### config.mk
export PLATFORM = sky130hd
export DESIGN_NAME = erm_recovery_pages
export DESIGN_NICKNAME = d
export VERILOG_FILES = /design/src/hw/erm_pkg.sv /design/src/hw/erm_recovery_pages.sv
export SDC_FILE = /design/constraint.sdc
export NUM_CORES = 1
export LEC_CHECK = 0
export ABC_CLOCK_PERIOD_IN_PS = 8820
export BUFFER_PORTS_ARGS = -buffer_cell sky130_fd_sc_hd__buf_4
export CAP_MARGIN = 20
export CORE_MARGIN = 1
export CORE_UTILIZATION = 35
export CTS_CLUSTER_DIAMETER = 30
export CTS_CLUSTER_SIZE = 12
export DETAILED_ROUTE_END_ITERATION = 16
export GPL_ROUTABILITY_DRIVEN = 0
export PLACE_DENSITY = 0.63
export SLEW_MARGIN = 25
export SYNTH_ARGS = -nofsm -noshare
export SYNTH_HDL_FRONTEND = slang
export SYNTH_SLANG_ARGS = --single-unit
### constraint.sdc
create_clock -name clk_i -period 8.82 [get_ports clk_i]
set_clock_uncertainty 0.2 [all_clocks]
set_input_delay 1.764 -clock clk_i [delete_from_list [all_inputs] [get_ports clk_i]]
set_output_delay 1.764 -clock clk_i [all_outputs]
set_load 0.02 [all_outputs]
### src/hw/erm_pkg.sv
// Package: constants of the recovery page block
package erm_pkg;

   // ****************************************
   // Register byte offsets
   // ****************************************
   localparam logic [7:0] ERM_OFF_SEL_A   = 8'h00;
   localparam logic [7:0] ERM_OFF_SEL_B   = 8'h04;
   localparam logic [7:0] ERM_OFF_CMD     = 8'h08;
   localparam logic [7:0] ERM_OFF_STATUS  = 8'h0C;
   localparam logic [7:0] ERM_OFF_REC0    = 8'h20;
   localparam logic [7:0] ERM_OFF_REC1    = 8'h24;
   localparam logic [7:0] ERM_OFF_REC2    = 8'h28;
   localparam logic [7:0] ERM_OFF_FLEX    = 8'h40;
   localparam int         ERM_FLEX_WORDS  = 8;
   localparam int         ERM_FLEX_IDX_W  = 3;

   // ****************************************
   // Command register bits
   // ****************************************
   localparam int ERM_CMD_PF       = 0;
   localparam int ERM_CMD_SAVE     = 1;
   localparam int ERM_CMD_DEFAULTS = 2;
   localparam int ERM_CMD_RESTORE  = 3;

   // ****************************************
   // Recovery page layout and defaults
   // ****************************************
   localparam logic [7:0] ERM_REC_CODE      = 8'h01;
   localparam logic [7:0] ERM_REC_LEN       = 8'h0A;
   localparam logic [7:0] ERM_PAGE_CODE_MSK = 8'h3F;
   localparam logic [7:0] ERM_PS_BIT        = 8'h80;
   localparam int         ERM_FLG_REALLOC   = 7;
   localparam int         ERM_FLG_CONT      = 4;
   localparam int         ERM_FLG_POST      = 2;
   localparam int         ERM_FLG_NOCORR    = 0;
   localparam logic [7:0] ERM_FLG_CHG_MSK   = 8'h95;
   localparam logic [7:0] ERM_FLG_DEF       = 8'h80;
   localparam logic [7:0] ERM_RRC_DEF       = 8'h1F;
   localparam logic [7:0] ERM_RRC_MIN_BAD   = 8'h03;
   localparam logic [7:0] ERM_RRC_SUBST     = 8'h04;
   localparam logic [7:0] ERM_WRC_DEF       = 8'h03;

   // ****************************************
   // Flexible disk page contents
   // ****************************************
   localparam logic [7:0]  ERM_FLEX_CODE    = 8'h05;
   localparam logic [7:0]  ERM_FLEX_LEN     = 8'h1E;
   localparam logic [15:0] ERM_XFER_RATE    = 16'h3E80;
   localparam logic [7:0]  ERM_HEADS        = 8'h40;
   localparam logic [7:0]  ERM_SECTORS      = 8'h20;
   localparam logic [15:0] ERM_BLK_SMALL    = 16'h0200;
   localparam logic [15:0] ERM_BLK_LARGE    = 16'h0800;
   localparam logic [7:0]  ERM_MOTOR_NEVER  = 8'hFF;
   localparam logic [15:0] ERM_ROT_RATE_DEF = 16'h1194;
   localparam logic [15:0] ERM_CYL_DEF      = 16'h0100;

   // ****************************************
   // Error thresholds and sense keys
   // ****************************************
   localparam logic [3:0] ERM_ECC_RECOV_LO = 4'h7;
   localparam logic [3:0] ERM_ECC_RECOV_HI = 4'h8;
   localparam logic [2:0] ERM_FMT_ONE_FAIL = 3'h1;
   localparam logic [2:0] ERM_FMT_MAX_FAIL = 3'h4;
   localparam logic [3:0] ERM_SK_NONE      = 4'h0;
   localparam logic [3:0] ERM_SK_RECOVERED = 4'h1;
   localparam logic [3:0] ERM_SK_MEDIUM    = 4'h3;
   localparam logic [3:0] ERM_SK_ILLEGAL   = 4'h5;
   localparam int         ERM_ST_SENSE_LSB = 4;

endpackage : erm_pkg

### src/hw/erm_recovery_pages.sv
// Error recovery and flexible disk mode pages with Wishbone register access
// Functional notes
// Recovery page 01h, length 0Ah, four flags
// Reallocation flag governs alternate block assignment
// Continuous read delivers bad data, good status
// Post flag turns recovery into check condition
// Seven or eight ECC bytes means recovered
// Replaced defective write sector means recovered
// One failed copy recovered, more medium error
// Correction disable flag skips correcting reads
// Read retry three or less becomes four
// Write retry not three becomes three
// Only flags and retry bytes are changeable
// Defaults: realloc set, 1Fh, 03h
// Recovery page can be saved persistently; the saved copy here is reset to defaults by rst_i
// Host keeps recovery page at defaults
// Flexible page 05h, 1Eh, not changeable
// Motor off delay FFh, never stop
// Bytes per sector is 200h or 800h
// Rate in kbit/s, rotation in rpm
// Logical geometry, 40h heads, 20h sectors
// Host drivers should avoid flexible page
// Page format bit zero gives check condition
// Reserved bytes read zero, writes ignored
`timescale 1ns/10ps
module erm_recovery_pages
   import erm_pkg::*;
#(
   parameter logic [15:0] ROT_RATE  = ERM_ROT_RATE_DEF,
   parameter logic [15:0] CYLINDERS = ERM_CYL_DEF
) (
   input  wire logic        clk_i,
   input  wire logic        rst_i,
   input  wire logic        cyc_i,
   input  wire logic        stb_i,
   input  wire logic        we_i,
   input  wire logic [7:0]  adr_i,
   input  wire logic [3:0]  sel_i,
   input  wire logic [31:0] dat_i,
   output logic      [31:0] dat_o,
   output logic             ack_o,
   input  wire logic        blk_large_i,
   input  wire logic        rd_done_i,
   input  wire logic        rd_uncorr_i,
   input  wire logic        rd_corr_i,
   input  wire logic [3:0]  rd_ecc_bytes_i,
   input  wire logic        wr_done_i,
   input  wire logic        wr_defect_i,
   input  wire logic        fmt_done_i,
   input  wire logic [2:0]  fmt_fail_cnt_i,
   output logic             cmp_valid_o,
   output logic             cmp_check_o,
   output logic      [3:0]  cmp_sense_o,
   output logic             alloc_alt_o,
   output logic             deliver_bad_o,
   output logic             apply_corr_o,
   output logic             write_realloc_o,
   output logic             continuous_read_o,
   output logic             post_error_o,
   output logic             correction_disable_o,
   output logic      [7:0]  read_retry_o,
   output logic      [7:0]  write_retry_o,
   output logic             save_req_o
);

   // ****************************************
   // Helpers
   // ****************************************
   function automatic logic [31:0] byte_mask(input logic [3:0] sel);
      byte_mask = {{8{sel[3]}}, {8{sel[2]}}, {8{sel[1]}}, {8{sel[0]}}};
   endfunction : byte_mask

   function automatic logic [31:0] merge(input logic [31:0] old_v, input logic [31:0] new_v,
                                         input logic [3:0] sel);
      merge = (old_v & ~byte_mask(sel)) | (new_v & byte_mask(sel));
   endfunction : merge

   // ****************************************
   // State
   // ****************************************
   logic [7:0]  flags_reg,  flags_next;
   logic [7:0]  rrc_reg,    rrc_next;
   logic [7:0]  wrc_reg,    wrc_next;
   logic [7:0]  sv_flags_reg;
   logic [7:0]  sv_rrc_reg;
   logic [7:0]  sv_wrc_reg;
   logic [31:0] sel_a_reg;
   logic [7:0]  sel_b_reg;
   logic        st_check_reg, st_check_next;
   logic [3:0]  st_sense_reg, st_sense_next;
   logic        save_reg;
   logic        ack_reg;
   logic [31:0] dat_reg,  dat_next;
   logic        blk_meta_reg;
   logic        blk_sync_reg;
   logic        cmp_valid_reg, cmp_check_reg;
   logic [3:0]  cmp_sense_reg;
   logic        alloc_reg, deliver_reg, corr_reg;

   // ****************************************
   // Bus decode
   // ****************************************
   wire        req     = cyc_i & stb_i & ~ack_reg;
   wire        wr_req  = req & we_i;
   wire        hit_a   = adr_i == ERM_OFF_SEL_A;
   wire        hit_b   = adr_i == ERM_OFF_SEL_B;
   wire        hit_cmd = adr_i == ERM_OFF_CMD;
   wire        hit_st  = adr_i == ERM_OFF_STATUS;
   wire        hit_r0  = adr_i == ERM_OFF_REC0;
   wire        hit_r1  = adr_i == ERM_OFF_REC1;
   wire        hit_r2  = adr_i == ERM_OFF_REC2;
   wire        hit_fx  = adr_i[7:5] == ERM_OFF_FLEX[7:5] && adr_i[1:0] == 2'b00;
   wire [ERM_FLEX_IDX_W-1:0] fx_idx = adr_i[ERM_FLEX_IDX_W+1:2];
   wire        cmd_go  = wr_req & hit_cmd & sel_i[0];
   wire [31:0] sel_a_merged = merge(sel_a_reg, dat_i, sel_i);
   wire [31:0] sel_b_merged = merge({24'h0, sel_b_reg}, dat_i, sel_i);

   // ****************************************
   // Mode select evaluation
   // ****************************************
   wire [7:0] ms_code  = sel_a_reg[7:0] & ERM_PAGE_CODE_MSK;
   wire [7:0] ms_len   = sel_a_reg[15:8];
   wire [7:0] ms_flags = sel_a_reg[23:16] & ERM_FLG_CHG_MSK;
   wire [7:0] ms_rrc   = sel_a_reg[31:24];
   wire [7:0] ms_wrc   = sel_b_reg;
   wire       pf_ok    = dat_i[ERM_CMD_PF];
   wire       is_rec   = ms_code == ERM_REC_CODE && ms_len == ERM_REC_LEN;
   wire       is_flex  = ms_code == ERM_FLEX_CODE && ms_len == ERM_FLEX_LEN;
   wire       rrc_low  = ms_rrc <= ERM_RRC_MIN_BAD;
   wire       wrc_bad  = ms_wrc != ERM_WRC_DEF;

   always_comb begin
      flags_next    = flags_reg;
      rrc_next      = rrc_reg;
      wrc_next      = wrc_reg;
      st_check_next = st_check_reg;
      st_sense_next = st_sense_reg;
      if (cmd_go) begin
         st_check_next = 1'b0;
         st_sense_next = ERM_SK_NONE;
         if (dat_i[ERM_CMD_DEFAULTS]) begin
            flags_next = ERM_FLG_DEF;
            rrc_next   = ERM_RRC_DEF;
            wrc_next   = ERM_WRC_DEF;
         end else if (dat_i[ERM_CMD_RESTORE]) begin
            flags_next = sv_flags_reg;
            rrc_next   = sv_rrc_reg;
            wrc_next   = sv_wrc_reg;
         end else if (!pf_ok) begin
            st_check_next = 1'b1;
            st_sense_next = ERM_SK_ILLEGAL;
         end else if (is_rec) begin
            flags_next = ms_flags;
            rrc_next   = rrc_low ? ERM_RRC_SUBST : ms_rrc;
            wrc_next   = ERM_WRC_DEF;
            if (rrc_low || wrc_bad) begin
               st_check_next = 1'b1;
               st_sense_next = ERM_SK_RECOVERED;
            end
         end else if (!is_flex) begin
            st_check_next = 1'b1;
            st_sense_next = ERM_SK_ILLEGAL;
         end
         // Flexible page writes change nothing
      end
   end

   // ****************************************
   // Page images
   // ****************************************
   wire [15:0] blk_len = blk_sync_reg ? ERM_BLK_LARGE : ERM_BLK_SMALL;
   wire [31:0] rec_w0  = {rrc_reg, flags_reg, ERM_REC_LEN, ERM_PS_BIT | ERM_REC_CODE};
   wire [31:0] rec_w2  = {24'h0, wrc_reg};
   wire [31:0] flex_img [ERM_FLEX_WORDS];

   // Multi-byte fields go MSB first
   assign flex_img[0] = {ERM_XFER_RATE[7:0], ERM_XFER_RATE[15:8],
                         ERM_FLEX_LEN, ERM_FLEX_CODE};
   assign flex_img[1] = {blk_len[7:0], blk_len[15:8], ERM_SECTORS, ERM_HEADS};
   assign flex_img[2] = {16'h0, CYLINDERS[7:0], CYLINDERS[15:8]};
   assign flex_img[3] = 32'h0;
   assign flex_img[4] = 32'h0;
   assign flex_img[5] = {24'h0, ERM_MOTOR_NEVER};
   assign flex_img[6] = 32'h0;
   assign flex_img[7] = {16'h0, ROT_RATE[7:0], ROT_RATE[15:8]};

   wire [31:0] status_w = {20'h0, 4'h0, st_sense_reg, 3'h0, st_check_reg};

   always_comb begin
      dat_next = 32'h0;
      if (hit_a)       dat_next = sel_a_reg;
      else if (hit_b)  dat_next = {24'h0, sel_b_reg};
      else if (hit_st) dat_next = status_w;
      else if (hit_r0) dat_next = rec_w0;
      else if (hit_r1) dat_next = 32'h0;
      else if (hit_r2) dat_next = rec_w2;
      else if (hit_fx) dat_next = flex_img[fx_idx];
   end

   // ****************************************
   // Media event completion
   // ****************************************
   wire ecc_recov = rd_ecc_bytes_i >= ERM_ECC_RECOV_LO
                    && rd_ecc_bytes_i <= ERM_ECC_RECOV_HI;
   wire fmt_one   = fmt_fail_cnt_i == ERM_FMT_ONE_FAIL;
   wire fmt_many  = fmt_fail_cnt_i > ERM_FMT_ONE_FAIL
                    && fmt_fail_cnt_i <= ERM_FMT_MAX_FAIL;
   wire per       = flags_reg[ERM_FLG_POST];
   wire realloc   = flags_reg[ERM_FLG_REALLOC];
   wire cont      = flags_reg[ERM_FLG_CONT];
   wire nocorr    = flags_reg[ERM_FLG_NOCORR];

   logic       ev_valid, ev_check, ev_alloc, ev_deliver, ev_corr;
   logic [3:0] ev_sense;

   // Only one completion is reported per cycle; format wins, then write, then read
   always_comb begin
      ev_valid   = 1'b0;
      ev_check   = 1'b0;
      ev_sense   = ERM_SK_NONE;
      ev_alloc   = 1'b0;
      ev_deliver = 1'b0;
      ev_corr    = 1'b0;
      if (fmt_done_i) begin
         ev_valid = 1'b1;
         if (fmt_many) begin
            ev_check = 1'b1;
            ev_sense = ERM_SK_MEDIUM;
         end else if (fmt_one && per) begin
            ev_check = 1'b1;
            ev_sense = ERM_SK_RECOVERED;
         end
      end else if (wr_done_i) begin
         ev_valid = 1'b1;
         if (wr_defect_i && realloc) begin
            ev_alloc = 1'b1;
            if (per) begin
               ev_check = 1'b1;
               ev_sense = ERM_SK_RECOVERED;
            end
         end else if (wr_defect_i) begin
            // Without reallocation the defect cannot be hidden
            ev_check = 1'b1;
            ev_sense = ERM_SK_MEDIUM;
         end
      end else if (rd_done_i) begin
         ev_valid = 1'b1;
         if (rd_uncorr_i) begin
            ev_deliver = cont;
            ev_check   = ~cont;
            ev_sense   = cont ? ERM_SK_NONE : ERM_SK_MEDIUM;
         end else if (rd_corr_i && !nocorr) begin
            ev_corr = 1'b1;
            if (ecc_recov && per) begin
               ev_check = 1'b1;
               ev_sense = ERM_SK_RECOVERED;
            end
         end
      end
   end

   // ****************************************
   // Registers
   // ****************************************
   always_ff @(posedge clk_i) begin
      if (rst_i) begin
         flags_reg    <= ERM_FLG_DEF;
         rrc_reg      <= ERM_RRC_DEF;
         wrc_reg      <= ERM_WRC_DEF;
         st_check_reg <= 1'b0;
         st_sense_reg <= ERM_SK_NONE;
      end else begin
         flags_reg    <= flags_next;
         rrc_reg      <= rrc_next;
         wrc_reg      <= wrc_next;
         st_check_reg <= st_check_next;
         st_sense_reg <= st_sense_next;
      end
   end

   // Saved copy is lost on reset
   always_ff @(posedge clk_i) begin
      if (rst_i) begin
         sv_flags_reg <= ERM_FLG_DEF;
         sv_rrc_reg   <= ERM_RRC_DEF;
         sv_wrc_reg   <= ERM_WRC_DEF;
         save_reg     <= 1'b0;
      end else begin
         save_reg <= cmd_go & dat_i[ERM_CMD_SAVE] & ~st_check_next;
         if (cmd_go && dat_i[ERM_CMD_SAVE] && !st_check_next) begin
            sv_flags_reg <= flags_next;
            sv_rrc_reg   <= rrc_next;
            sv_wrc_reg   <= wrc_next;
         end
      end
   end

   always_ff @(posedge clk_i) begin
      if (rst_i) begin
         sel_a_reg <= 32'h0;
         sel_b_reg <= 8'h0;
         ack_reg   <= 1'b0;
         dat_reg   <= 32'h0;
      end else begin
         ack_reg <= req;
         if (req && !we_i) begin
            dat_reg <= dat_next;
         end
         if (wr_req && hit_a) begin
            sel_a_reg <= sel_a_merged;
         end
         if (wr_req && hit_b) begin
            sel_b_reg <= sel_b_merged[7:0];
         end
      end
   end

   // Strap comes from outside, so it is synchronised
   always_ff @(posedge clk_i) begin
      if (rst_i) begin
         blk_meta_reg <= 1'b0;
         blk_sync_reg <= 1'b0;
      end else begin
         blk_meta_reg <= blk_large_i;
         blk_sync_reg <= blk_meta_reg;
      end
   end

   always_ff @(posedge clk_i) begin
      if (rst_i) begin
         cmp_valid_reg <= 1'b0;
         cmp_check_reg <= 1'b0;
         cmp_sense_reg <= ERM_SK_NONE;
         alloc_reg     <= 1'b0;
         deliver_reg   <= 1'b0;
         corr_reg      <= 1'b0;
      end else begin
         cmp_valid_reg <= ev_valid;
         cmp_check_reg <= ev_check;
         cmp_sense_reg <= ev_sense;
         alloc_reg     <= ev_alloc;
         deliver_reg   <= ev_deliver;
         corr_reg      <= ev_corr;
      end
   end

   // ****************************************
   // Outputs
   // ****************************************
   assign dat_o                = dat_reg;
   assign ack_o                = ack_reg;
   assign cmp_valid_o          = cmp_valid_reg;
   assign cmp_check_o          = cmp_check_reg;
   assign cmp_sense_o          = cmp_sense_reg;
   assign alloc_alt_o          = alloc_reg;
   assign deliver_bad_o        = deliver_reg;
   assign apply_corr_o         = corr_reg;
   assign write_realloc_o      = flags_reg[ERM_FLG_REALLOC];
   assign continuous_read_o    = flags_reg[ERM_FLG_CONT];
   assign post_error_o         = flags_reg[ERM_FLG_POST];
   assign correction_disable_o = flags_reg[ERM_FLG_NOCORR];
   assign read_retry_o         = rrc_reg;
   assign write_retry_o        = wrc_reg;
   assign save_req_o           = save_reg;

endmodule : erm_recovery_pages

==> summary.txt, run 1 <==
Max-Slew Margin vs Limit: 27.5%
FILL cells: 1660
DRC Markers: 0
Compound-Gate Fraction of Synth Area: 17.6%
final setup TNS: 0 ps
post-place instance area: 0.00699 mm2
final hold viol count: 0
total grt overflow: 0
die area: 0.0175 mm2
share of layout cells above drive strength 1: 23.2%
worst-path cell chain: buf_4 > or4_4 > or3_4 > or4_1 > o22ai_1 > a2bb2oi_1
Static Leak: 3.11 nW
Fmax: 236 MHz
Area Overhead vs Synth: 28.0%
Synth cell types: 63
first-pass GRT wire length: 28.7 mm
vias per cell: 5.46
hold buffers post-CTS: 0
Syn Std Cell Area: 0.00594 mm2
Final Max Tran Viols: 0
sequential element share of the synthesized area: 44.9%
run status: completed
number of port buffers: 123
CP required: 8890 ps
crit path buf inv count: 1
Max Cap Viol: 0
antenna violations before repair: 0
min cycle time layout: 4240 ps
Clock transition at path regs: 50 ps
Final Routed Wirelength: 18.1 mm
CTS buffer count: 17
Die Y: 132 um
CP max stage delay: 750 ps
mux cell area share after synthesis: 10.9%
nets: 840
clk sink count: 133
Post-Place Setup Slack: 4180 ps
fraction of registers with async set or reset after synthesis: 0%
Die Span X: 132 um
CP startpoint kind: primary input
CP max stage cell: o22ai_1
post-synthesis simple-gate area fraction: 22.1%
Final Worst Setup Slack: 4580 ps
antenna cells: 0
Max FO, Critical Path: 12
Hold Path Origin: sv_flags_reg[7]
synthesized area per cell: 8.77 um2
adder-cell share of the synthesized area: 0.211%
worst hold path type: register to register
Design Area, Final: 0.00760 mm2
xor and xnor area share after synthesis: 0%
FF+latch count, synth: 133
Syn Inst Count: 677
Final setup viols: 0
Pre-antenna DRT Iters: 5
worst skew pair latency: 420 ps
Critical R2R Capture: sv_rrc_reg[1]
dpl cells: 977
most frequent cells in the layout: dfxtp_1, buf_4, nor2_1
most common flop cell mapped by yosys: dfxtp_1
Starting DRT DRC Count: 413
# H-tree levels: 4
EDFF count, synth: 0
vias in the first global route: 5186
worst reg-to-reg setup slack: 5670 ps
Slew @ Worst Pin: 1070 ps
Ports: 126
pwr/cell area: 189 mW/mm2
most common cell after layout, fill and taps aside: dfxtp_1
Synth Warn #: 0
Worst setup EP type: register
CTS tree: built
Worst Hold Path EP: sv_flags_reg[7]
CTS resizes: 0
Setup Buffers After CTS: 0
hold depth: 2
row count: 47
worst r2r path cells: 5
Max Root-Sink Buffers: 2
Starting Density: 35.8%
CP arrival: 4300 ps
CORE AREA: 0.0166 mm2
Post-DRT Antenna Nets: 0
RSZ-0062 raised after global routing: no
GRT Total Usage: 21.2%
DP HPWL: 12.6 mm
largest family of logic cells by synthesized area: simple AND/OR/NAND/NOR gates
family with the most delay on the worst path: simple AND/OR/NAND/NOR gates
Root Driver: clkbuf_16
worst vdd ir: 142 uV
largest net degree at the start of global routing: 63
WL/cell: 17.9 um
Crit Path Class: primary input to register
via count: 5504
Non-Filler Instances: 1008
Tcrit/Tclk final: 48.0%
==> per-stage QoR <==
stage | power, mW | hold slack [ps] | utilization (%)
2_1_floorplan | 0.678 | 214 | -
3_3_place_gp | 0.727 | 221 | 42.1
3_5_place_dp | 0.727 | 241 | 42.1
4_1_cts | 1.45 | 255 | 45.8
5_1_grt | 1.49 | 264 | 45.8
6_report | 1.44 | 249 | 45.8
==> area by class of cell <==
type                            instances  area [um2]  share of cell area, %
Multi-Input combinational cell        486        3050                   40.1
Sequential cell                       133        2660                   35.0
Timing Repair Buffer                  132         991                   13.0
Clock buffer                           23         478                   6.29
Tap cell                              220         275                   3.62
Clock inverter                          8         124                   1.63
Inverter                                6        22.5                  0.296
==> worst reg2reg max path: cells and delay by family, from the launching register on <==
family             cells  cell delay, ps
muxes                  1             270
and+or+nand+nor        1             940
AOI/OAI and AO/OA      3            1240
DFF                    1             420
==> cells by family after synthesis <==
kind of cell,Yosys count
and+or+nand+nor,264
adders and majority gates,1
DFF,133
muxes,64
buffers and inverters,59
other,1
AOI/OAI and AO/OA,155
==> worst max path at each step <==
stage / startpoint / endpoint / slack [ps] / cells after the start
6_report: adr_i[4] / sv_rrc_reg[4] / 4580 / 6
5_1_grt: adr_i[4] / sv_rrc_reg[4] / 4460 / 6
4_1_cts: adr_i[4] / sv_rrc_reg[4] / 4620 / 6
3_5_place_dp: adr_i[4] / sv_flags_reg[5] / 4180 / 6
3_3_place_gp: adr_i[4] / sv_wrc_reg[6] / 4210 / 6
2_1_floorplan: adr_i[4] / sv_rrc_reg[2] / 4800 / 6
==> synth_stat cells, types with 2 or more instances <==
| library cell | count | area (um2) |
|---|---|---|
| mux2_2 | 7 | 78.8 |
| nand2_1 | 59 | 221 |
| a2bb2oi_1 | 4 | 35.0 |
| a222oi_1 | 2 | 20.0 |
| a21oi_1 | 51 | 255 |
| buf_4 | 3 | 22.5 |
| clkbuf_1 | 41 | 154 |
| o211ai_1 | 2 | 15.0 |
| or4_1 | 2 | 15.0 |
| and3_1 | 8 | 50.1 |
| nor2_1 | 86 | 323 |
| a32oi_1 | 2 | 17.5 |
| a22o_1 | 10 | 87.6 |
| nor4_1 | 8 | 50.1 |
| nor2b_1 | 7 | 43.8 |
| dfxtp_1 | 133 | 2660 |
| a22oi_1 | 4 | 30.0 |
| nand3b_1 | 4 | 30.0 |
| buf_1 | 2 | 7.51 |
| and2_1 | 2 | 12.5 |
| a21o_1 | 2 | 15.0 |
| or2_2 | 4 | 25.0 |
| buf_2 | 6 | 30.0 |
| or4_4 | 2 | 22.5 |
| nand4_1 | 10 | 62.6 |
| nor4bb_1 | 2 | 20.0 |
| a211oi_1 | 8 | 60.1 |
| a221oi_1 | 14 | 123 |
| inv_1 | 5 | 18.8 |
| nor4b_1 | 5 | 43.8 |
| a211o_1 | 2 | 17.5 |
| nand3_1 | 21 | 105 |
| nor3_1 | 25 | 125 |
| o21ai_0 | 30 | 150 |
| o2111ai_1 | 2 | 17.5 |
| and4_1 | 2 | 17.5 |
| o22ai_1 | 5 | 31.3 |
| nand2b_1 | 11 | 68.8 |
| a41oi_1 | 3 | 26.3 |
| o211a_1 | 2 | 20.0 |
| mux2i_1 | 57 | 571 |
==> routing by layer <==
metal / wire (um) / share of wire [%] / track usage, %
met5: 0 / 0 / 0
met4: 343 / 1.9 / 7.28
met1: 8160 / 45 / 28.0
met3: 1300 / 7.2 / 6.15
met2: 8280 / 46 / 32.9
==> report_power, final <==
part           total, mW  switching (mW)  internal [mW]
sequential         0.613         0.00426          0.609
clock              0.722           0.258          0.465
combinational      0.101          0.0599         0.0415
total               1.44           0.322           1.11
Power figures use the tool's default switching activity.
==> inputs of run 2 (changes only) <==
--- a/config.mk
+++ b/config.mk
@@ -5,7 +5,7 @@
 export SDC_FILE = /design/constraint.sdc
 export NUM_CORES = 1
 export LEC_CHECK = 0
-export ABC_CLOCK_PERIOD_IN_PS = 8820
+export ABC_CLOCK_PERIOD_IN_PS = 4350
 export BUFFER_PORTS_ARGS = -buffer_cell sky130_fd_sc_hd__buf_4
 export CAP_MARGIN = 20
 export CORE_MARGIN = 1
==> constraint.sdc (replaced) <==
create_clock -name clk_i -period 4.35 [get_ports clk_i]
set_clock_uncertainty 0.2 [all_clocks]
set_input_delay 0.87 -clock clk_i [delete_from_list [all_inputs] [get_ports clk_i]]
set_output_delay 0.87 -clock clk_i [all_outputs]
set_load 0.02 [all_outputs]
==> run 2 against run 1 <==
  * Core utilization rose by 0.63 points
  * Clock power rose by 120%
  * Hold slack got worse by 3.0 ps
  * Global-route usage rose by 0.087 points
  * Design area rose by 1.4%
  * Die area did not move
  * Wire length rose by 0.93%
  * Register-to-register slack got worse by 4000 ps
  * Via count rose by 2.1%
  * Sequential power rose by 100%
==> summary.txt, run 2 (synthesized netlist as in run 1, its figures left out) <==
Area Overhead vs Synth: 29.8% (was 28.0%)
worst reg-to-reg setup slack: 1680 ps (was 5670 ps)
most frequent cells in the layout: buf_4, dfxtp_1, nor2_1 (was dfxtp_1, buf_4, nor2_1)
clk sink count: 133 (unchanged)
Die Y: 132 um (unchanged)
CP arrival: 3010 ps (was 4300 ps)
Slew @ Worst Pin: 846 ps (was 1070 ps)
family with the most delay on the worst path: simple AND/OR/NAND/NOR gates (unchanged)
Final setup viols: 0 (unchanged)
GRT Total Usage: 21.2% (about the same)
Critical R2R Capture: sv_wrc_reg[0] (was sv_rrc_reg[1])
CTS tree: built (unchanged)
# H-tree levels: 4 (unchanged)
Setup Buffers After CTS: 0 (unchanged)
Starting Density: 35.8% (unchanged)
most common cell after layout, fill and taps aside: buf_4 (was dfxtp_1)
Die Span X: 132 um (unchanged)
share of layout cells above drive strength 1: 24.3% (was 23.2%)
Ports: 126 (unchanged)
via count: 5622 (was 5504)
number of port buffers: 123 (unchanged)
Pre-antenna DRT Iters: 5 (unchanged)
Starting DRT DRC Count: 505 (was 413)
antenna cells: 0 (unchanged)
Tcrit/Tclk final: 67.4%
worst vdd ir: 344 uV (was 142 uV)
Max FO, Critical Path: 29 (was 12)
hold depth: 1 (was 2)
Static Leak: 3.17 nW (was 3.11 nW)
CP startpoint kind: primary input (unchanged)
Switching Share: 22.4% (about the same)
Max-Slew Margin vs Limit: 43.1% (was 27.5%)
clock network fraction of total power: 52.4% (was 50.3%)
Crit Path Class: primary input to register (unchanged)
antenna violations before repair: 0 (unchanged)
DP HPWL: 12.6 mm (about the same)
run status: completed (unchanged)
switching power: 681 uW (was 322 uW)
Max Root-Sink Buffers: 2 (unchanged)
CORE AREA: 0.0166 mm2 (unchanged)
die area: 0.0175 mm2 (unchanged)
total grt overflow: 0 (unchanged)
worst skew pair latency: 420 ps (about the same)
vias in the first global route: 5376 (was 5186)
worst r2r path cells: 5 (unchanged)
dpl cells: 983 (was 977)
hold buffers post-CTS: 0 (unchanged)
final hold viol count: 0 (unchanged)
RSZ-0062 raised after global routing: no (unchanged)
Design Area, Final: 0.00770 mm2 (was 0.00760 mm2)
CTS buffer count: 17 (unchanged)
Non-Filler Instances: 1015 (was 1008)
Final Max Tran Viols: 0 (unchanged)
Final Routed Wirelength: 18.3 mm (was 18.1 mm)
Clock transition at path regs: 60 ps (was 50 ps)
nets: 846 (was 840)
Worst Hold Path EP: blk_sync_reg (was sv_flags_reg[7])
Hold Path Origin: blk_meta_reg (was sv_flags_reg[7])
Post-DRT Antenna Nets: 0 (unchanged)
Reg power frac: 40.8% (was 42.7%)
final setup TNS: 0 ps (unchanged)
Worst setup EP type: register (unchanged)
vias per cell: 5.54 (was 5.46)
pwr/cell area: 395 mW/mm2 (was 189 mW/mm2)
worst hold path type: register to register (unchanged)
CP required: 4430 ps (was 8890 ps)
DRC Markers: 0 (unchanged)
P_int: 2.36 mW (was 1.11 mW)
CP max stage delay: 570 ps (was 750 ps)
Root Driver: clkbuf_16 (unchanged)
part of the power in combinational logic: 6.8% (was 7.1%)
post-layout utilization of the core: 46.5% (was 45.8%)
WL/cell: 18.0 um (was 17.9 um)
first-pass GRT wire length: 29.2 mm (was 28.7 mm)
post-place instance area: 0.00705 mm2 (was 0.00699 mm2)
worst-path cell chain: buf_4 > or4_4 > nor4_2 > buf_12 > nand3_1 > mux2i_1 > nor2_1 (was buf_4 > or4_4 > or3_4 > or4_1 > o22ai_1 > a2bb2oi_1)
CTS resizes: 0 (unchanged)
min cycle time layout: 2930 ps
crit path buf inv count: 2 (was 1)
Max Cap Viol: 0 (unchanged)
largest net degree at the start of global routing: 69 (was 63)
row count: 47 (unchanged)
CP max stage cell: or4_4 (was o22ai_1)
Fmax: 341 MHz
==> run 2: changes by cell type in the layout (fill, tap and decap cells not counted) <==
| cell | previous run | this run |
|---|---|---|
| clkbuf_1 | 3 | 0 |
| buf_12 | 0 | 1 |
| nor4_2 | 1 | 2 |
| bufinv_16 | 3 | 5 |
| buf_4 | 132 | 137 |
| clkinv_2 | 2 | 4 |
| clkinvlp_4 | 2 | 1 |
| clkinv_4 | 1 | 3 |
| clkbuf_8 | 3 | 2 |
| nor4_4 | 1 | 0 |
==> run 2: how the worst max path moves through the flow <==
stage	cells past startpoint	start	endpoint
floorplan	6	adr_i[4]	sv_rrc_reg[2]
global route	7	adr_i[4]	register
global placement	6	adr_i[4]	sv_rrc_reg[2]
detailed placement	6	adr_i[4]	sv_rrc_reg[2]
finish	7	adr_i[4]	register
CTS	6	adr_i[4]	sv_rrc_reg[2]
==> run 2: power groups by stage <==
stage                     Combinational, mW  Sequential, mW  Clock, mW
after floorplan                      0.0878            1.29          0
after global placement                0.207            1.27          0
after detailed placement              0.208            1.27          0
after CTS                             0.208            1.24       1.61
after global routing                  0.225            1.24       1.67
final                                 0.208            1.24       1.59
==> run 2: area by class of cell <==
class / instances / area, um2
Inverter: 6 / 22.5
Clock buffer: 19 / 453
Sequential cell: 133 / 2660
Tap cell: 220 / 275
Fill cell: 1639 / 8880
Clock inverter: 13 / 204
Multi-Input combinational cell: 486 / 3040
Timing Repair Buffer: 138 / 1050
==> run 2: routing by layer <==
layer | vias to the layer above | track usage (%) | share of wire, % | wire length (um)
li1 | 2682 | - | - | -
met1 | 2658 | 28.5 | 45 | 8180
met2 | 252 | 33.0 | 46 | 8410
met3 | 30 | 5.77 | 7.3 | 1330
met4 | 0 | 6.96 | 1.9 | 339
met5 | - | 0 | 0 | 0
==> run 2: metrics by stage <==
stage          hold WS (ps)  total power [mW]  worst slack (ps)
3_5_place_dp            242              1.48              1020
2_1_floorplan           214              1.37              1220
3_3_place_gp            237              1.48              1040
6_report                246              3.05              1420
4_1_cts                 252              3.07              1460
5_1_grt                 262              3.13              1320
==> inputs of run 3 (changes only) <==
--- a/config.mk
+++ b/config.mk
@@ -5,7 +5,8 @@
 export SDC_FILE = /design/constraint.sdc
 export NUM_CORES = 1
 export LEC_CHECK = 0
-export ABC_CLOCK_PERIOD_IN_PS = 4350
+export ABC_AREA = 1
+export ABC_CLOCK_PERIOD_IN_PS = 3000
 export BUFFER_PORTS_ARGS = -buffer_cell sky130_fd_sc_hd__buf_4
 export CAP_MARGIN = 20
 export CORE_MARGIN = 1
==> constraint.sdc (replaced) <==
create_clock -name clk_i -period 3 [get_ports clk_i]
set_clock_uncertainty 0.2 [all_clocks]
set_input_delay 0.6 -clock clk_i [delete_from_list [all_inputs] [get_ports clk_i]]
set_output_delay 0.6 -clock clk_i [all_outputs]
set_load 0.02 [all_outputs]
==> run 3 against run 2 <==
  * Register-to-register slack worse by 880 ps
  * Core utilization down 0.18 points
  * Clock power up 38%
  * Clock-buffer cell count up 2
  * Wire length up 6.8%
  * Global-route usage about the same
  * First-iteration DRC count up 20%
  * Hold slack worse by 77 ps
  * Synthesized cell count up 40%
  * Critical path type is now register to register
==> summary.txt, run 3 <==
run status: completed (unchanged)
worst vdd ir: 396 uV (was 344 uV)
min cycle time layout: 2200 ps
number of port buffers: 123 (unchanged)
most frequent cells in the layout: nand2_1, nor2_1, buf_4 (was buf_4, dfxtp_1, nor2_1)
Starting DRT DRC Count: 608 (was 505)
Max FO, Critical Path: 15 (was 29)
antenna violations before repair: 0 (unchanged)
share of layout cells above drive strength 1: 19.1% (was 24.3%)
Starting Density: 36.3% (was 35.8%)
WL/cell: 15.0 um (was 18.0 um)
CTS resizes: 0 (unchanged)
top-count cell post-synth: nand2_1 (was dfxtp_1)
Final Worst Setup Slack: 803 ps (was 1420 ps)
Max-Slew Margin vs Limit: 55.3% (was 43.1%)
xor and xnor area share after synthesis: 0% (unchanged)
GRT Total Usage: 21.2% (about the same)
post-place instance area: 0.00747 mm2 (was 0.00705 mm2)
synth top area cells: dfxtp_1, nand2_1, nor2_1, inv_1, a21oi_1 (was dfxtp_1, mux2i_1, nor2_1, a21oi_1, nand2_1)
EDFF count, synth: 0 (unchanged)
Pre-antenna DRT Iters: 5 (unchanged)
# H-tree levels: 4 (unchanged)
final setup TNS: 0 ps (unchanged)
CTS buffer count: 17 (unchanged)
Slew @ Worst Pin: 670 ps (was 846 ps)
largest net degree at the start of global routing: 47 (was 69)
Die Y: 137 um (was 132 um)
pwr/cell area: 531 mW/mm2 (was 395 mW/mm2)
hold slack: 169 ps (was 246 ps)
Post-synth top cells: nand2_1, nor2_1, dfxtp_1 (was dfxtp_1, nor2_1, nand2_1)
Syn Std Cell Area: 0.00635 mm2 (was 0.00594 mm2)
most common cell after layout, fill and taps aside: nand2_1 (was buf_4)
clk sink count: 133 (unchanged)
hold buffers post-CTS: 0 (unchanged)
Max Root-Sink Buffers: 2 (unchanged)
antenna cells: 0 (unchanged)
CP startpoint kind: register (was primary input)
worst hold path type: primary input to register (was register to register)
Ports: 126 (unchanged)
Synth Warn #: 0 (unchanged)
Root Driver: clkbuf_16 (unchanged)
RSZ-0062 raised after global routing: no (unchanged)
total grt overflow: 0 (unchanged)
fraction of registers with async set or reset after synthesis: 0% (unchanged)
Compound-Gate Fraction of Synth Area: 16.6% (was 17.6%)
FF+latch count, synth: 133 (unchanged)
Post-DRT Antenna Nets: 0 (unchanged)
Die Span X: 137 um (was 132 um)
mux cell area share after synthesis: 0% (was 10.9%)
Clock transition at path regs: 60 ps (about the same)
post-layout total power: 4.30 mW (was 3.05 mW)
post-synthesis simple-gate area fraction: 29.5% (was 22.1%)
FILL cells: 1805 (was 1639)
adder-cell share of the synthesized area: 0.197% (was 0.211%)
Post-Place Setup Slack: 449 ps (was 1020 ps)
Setup Buffers After CTS: 0 (unchanged)
Fmax: 455 MHz
Tcrit/Tclk final: 73.2%
Static Leak: 3.84 nW (was 3.17 nW)
Area Overhead vs Synth: 27.4% (was 29.8%)
sequential element share of the synthesized area: 42.0% (was 44.9%)
vias per cell: 4.91 (was 5.54)
cell accounting for the most synthesized area: dfxtp_1 (unchanged)
Max Cap Viol: 0 (unchanged)
Final Max Tran Viols: 0 (unchanged)
Syn Inst Count: 946 (was 677)
most common flop cell mapped by yosys: dfxtp_1 (unchanged)
die area: 0.0187 mm2 (was 0.0175 mm2)
first-pass GRT wire length: 29.9 mm (was 29.2 mm)
synthesized area per cell: 6.71 um2 (was 8.77 um2)
post-synth top area share: 42.0% (was 44.9%)
final hold viol count: 0 (unchanged)
CTS tree: built (unchanged)
nets: 1122 (was 846)
via count: 6362 (was 5622)
Design Area, Final: 0.00809 mm2 (was 0.00770 mm2)
Final Routed Wirelength: 19.5 mm (was 18.3 mm)
row count: 48 (was 47)
Synth cell types: 39 (was 63)
worst skew pair latency: 430 ps (was 420 ps)
CP arrival: 2320 ps (was 3010 ps)
vias in the first global route: 5769 (was 5376)
Worst setup EP type: register (unchanged)
CORE AREA: 0.0175 mm2 (was 0.0166 mm2)
largest family of logic cells by synthesized area: simple AND/OR/NAND/NOR gates (unchanged)
DRC Markers: 0 (unchanged)
DP HPWL: 13.9 mm (was 12.6 mm)
Crit Path Class: register to register (was primary input to register)
Final setup viols: 0 (unchanged)
CP required: 3120 ps (was 4430 ps)
-- run 3: changes by cell type after synthesis, moves of 10 or more --
cell,previous run,this run
a22o_1,10,0
a221oi_1,14,1
nor3_1,25,7
nand2_1,59,174
o21ai_0,30,78
a21oi_1,51,87
nand2b_1,11,0
nand3_1,21,80
mux2i_1,57,0
inv_1,5,124
nor2_1,86,146
clkbuf_1,41,26
-- run 3: area by class of cell --
type	instances	area (um2)	share of cell area, %
multi-input cells	633	2950	36.5
flip-flops and latches	133	2660	32.9
repair buffers	142	1080	13.3
inverters	131	494	6.11
clock buffers	21	460	5.69
well taps	225	282	3.48
clock inverters	11	155	1.92
-- run 3: routing by layer --
layer	track usage (%)	routed length (um)
met1	27.3	8840
met2	35.1	9270
met3	4.63	1120
met4	6.60	256
met5	0	0
-- run 3: power by group --
part	leakage, nW	internal [mW]	switching [mW]
clock	0.310	1.42	0.776
sequential	1.08	1.79	0.0140
combinational	2.45	0.121	0.172
-- run 3: worst max-delay path, stage by stage (launching register included) --
cell and delay, ps:
dfxtp_1 320, inv_1 90, nand2_1 110, nor2_1 160, nand2_1 70, nor2_1 100
buf_4 210, nand2_1 70, nand2_1 100, nand2_2 100, nand2_4 190, buf_4 210
nand2_1 70, nand2_1 50, nor2_1 40
-- run 3: cells by family after synthesis --
logic type / count (synthesis)
buffers and inverters: 181
other: 1
adders and majority gates: 1
and+or+nand+nor: 435
DFF: 133
AOI/OAI and AO/OA: 195
-- run 3: final timing paths --
check | from | depth (start not counted) | to | slack, ps
max | register | 14 | sv_flags_reg[2] | 800
min | fmt_done_i | 2 | alloc_alt_o | 170
max reg2reg | register | 14 | sv_flags_reg[2] | 800
min reg2reg | blk_meta_reg | 2 | blk_sync_reg | 210
-- run 3: stage by stage --
step	std cells	utilization, %
2_1_floorplan	947	-
3_3_place_gp	1264	42.7
3_5_place_dp	1264	42.7
4_1_cts	1296	46.3
5_1_grt	1296	46.3
6_report	1296	46.3
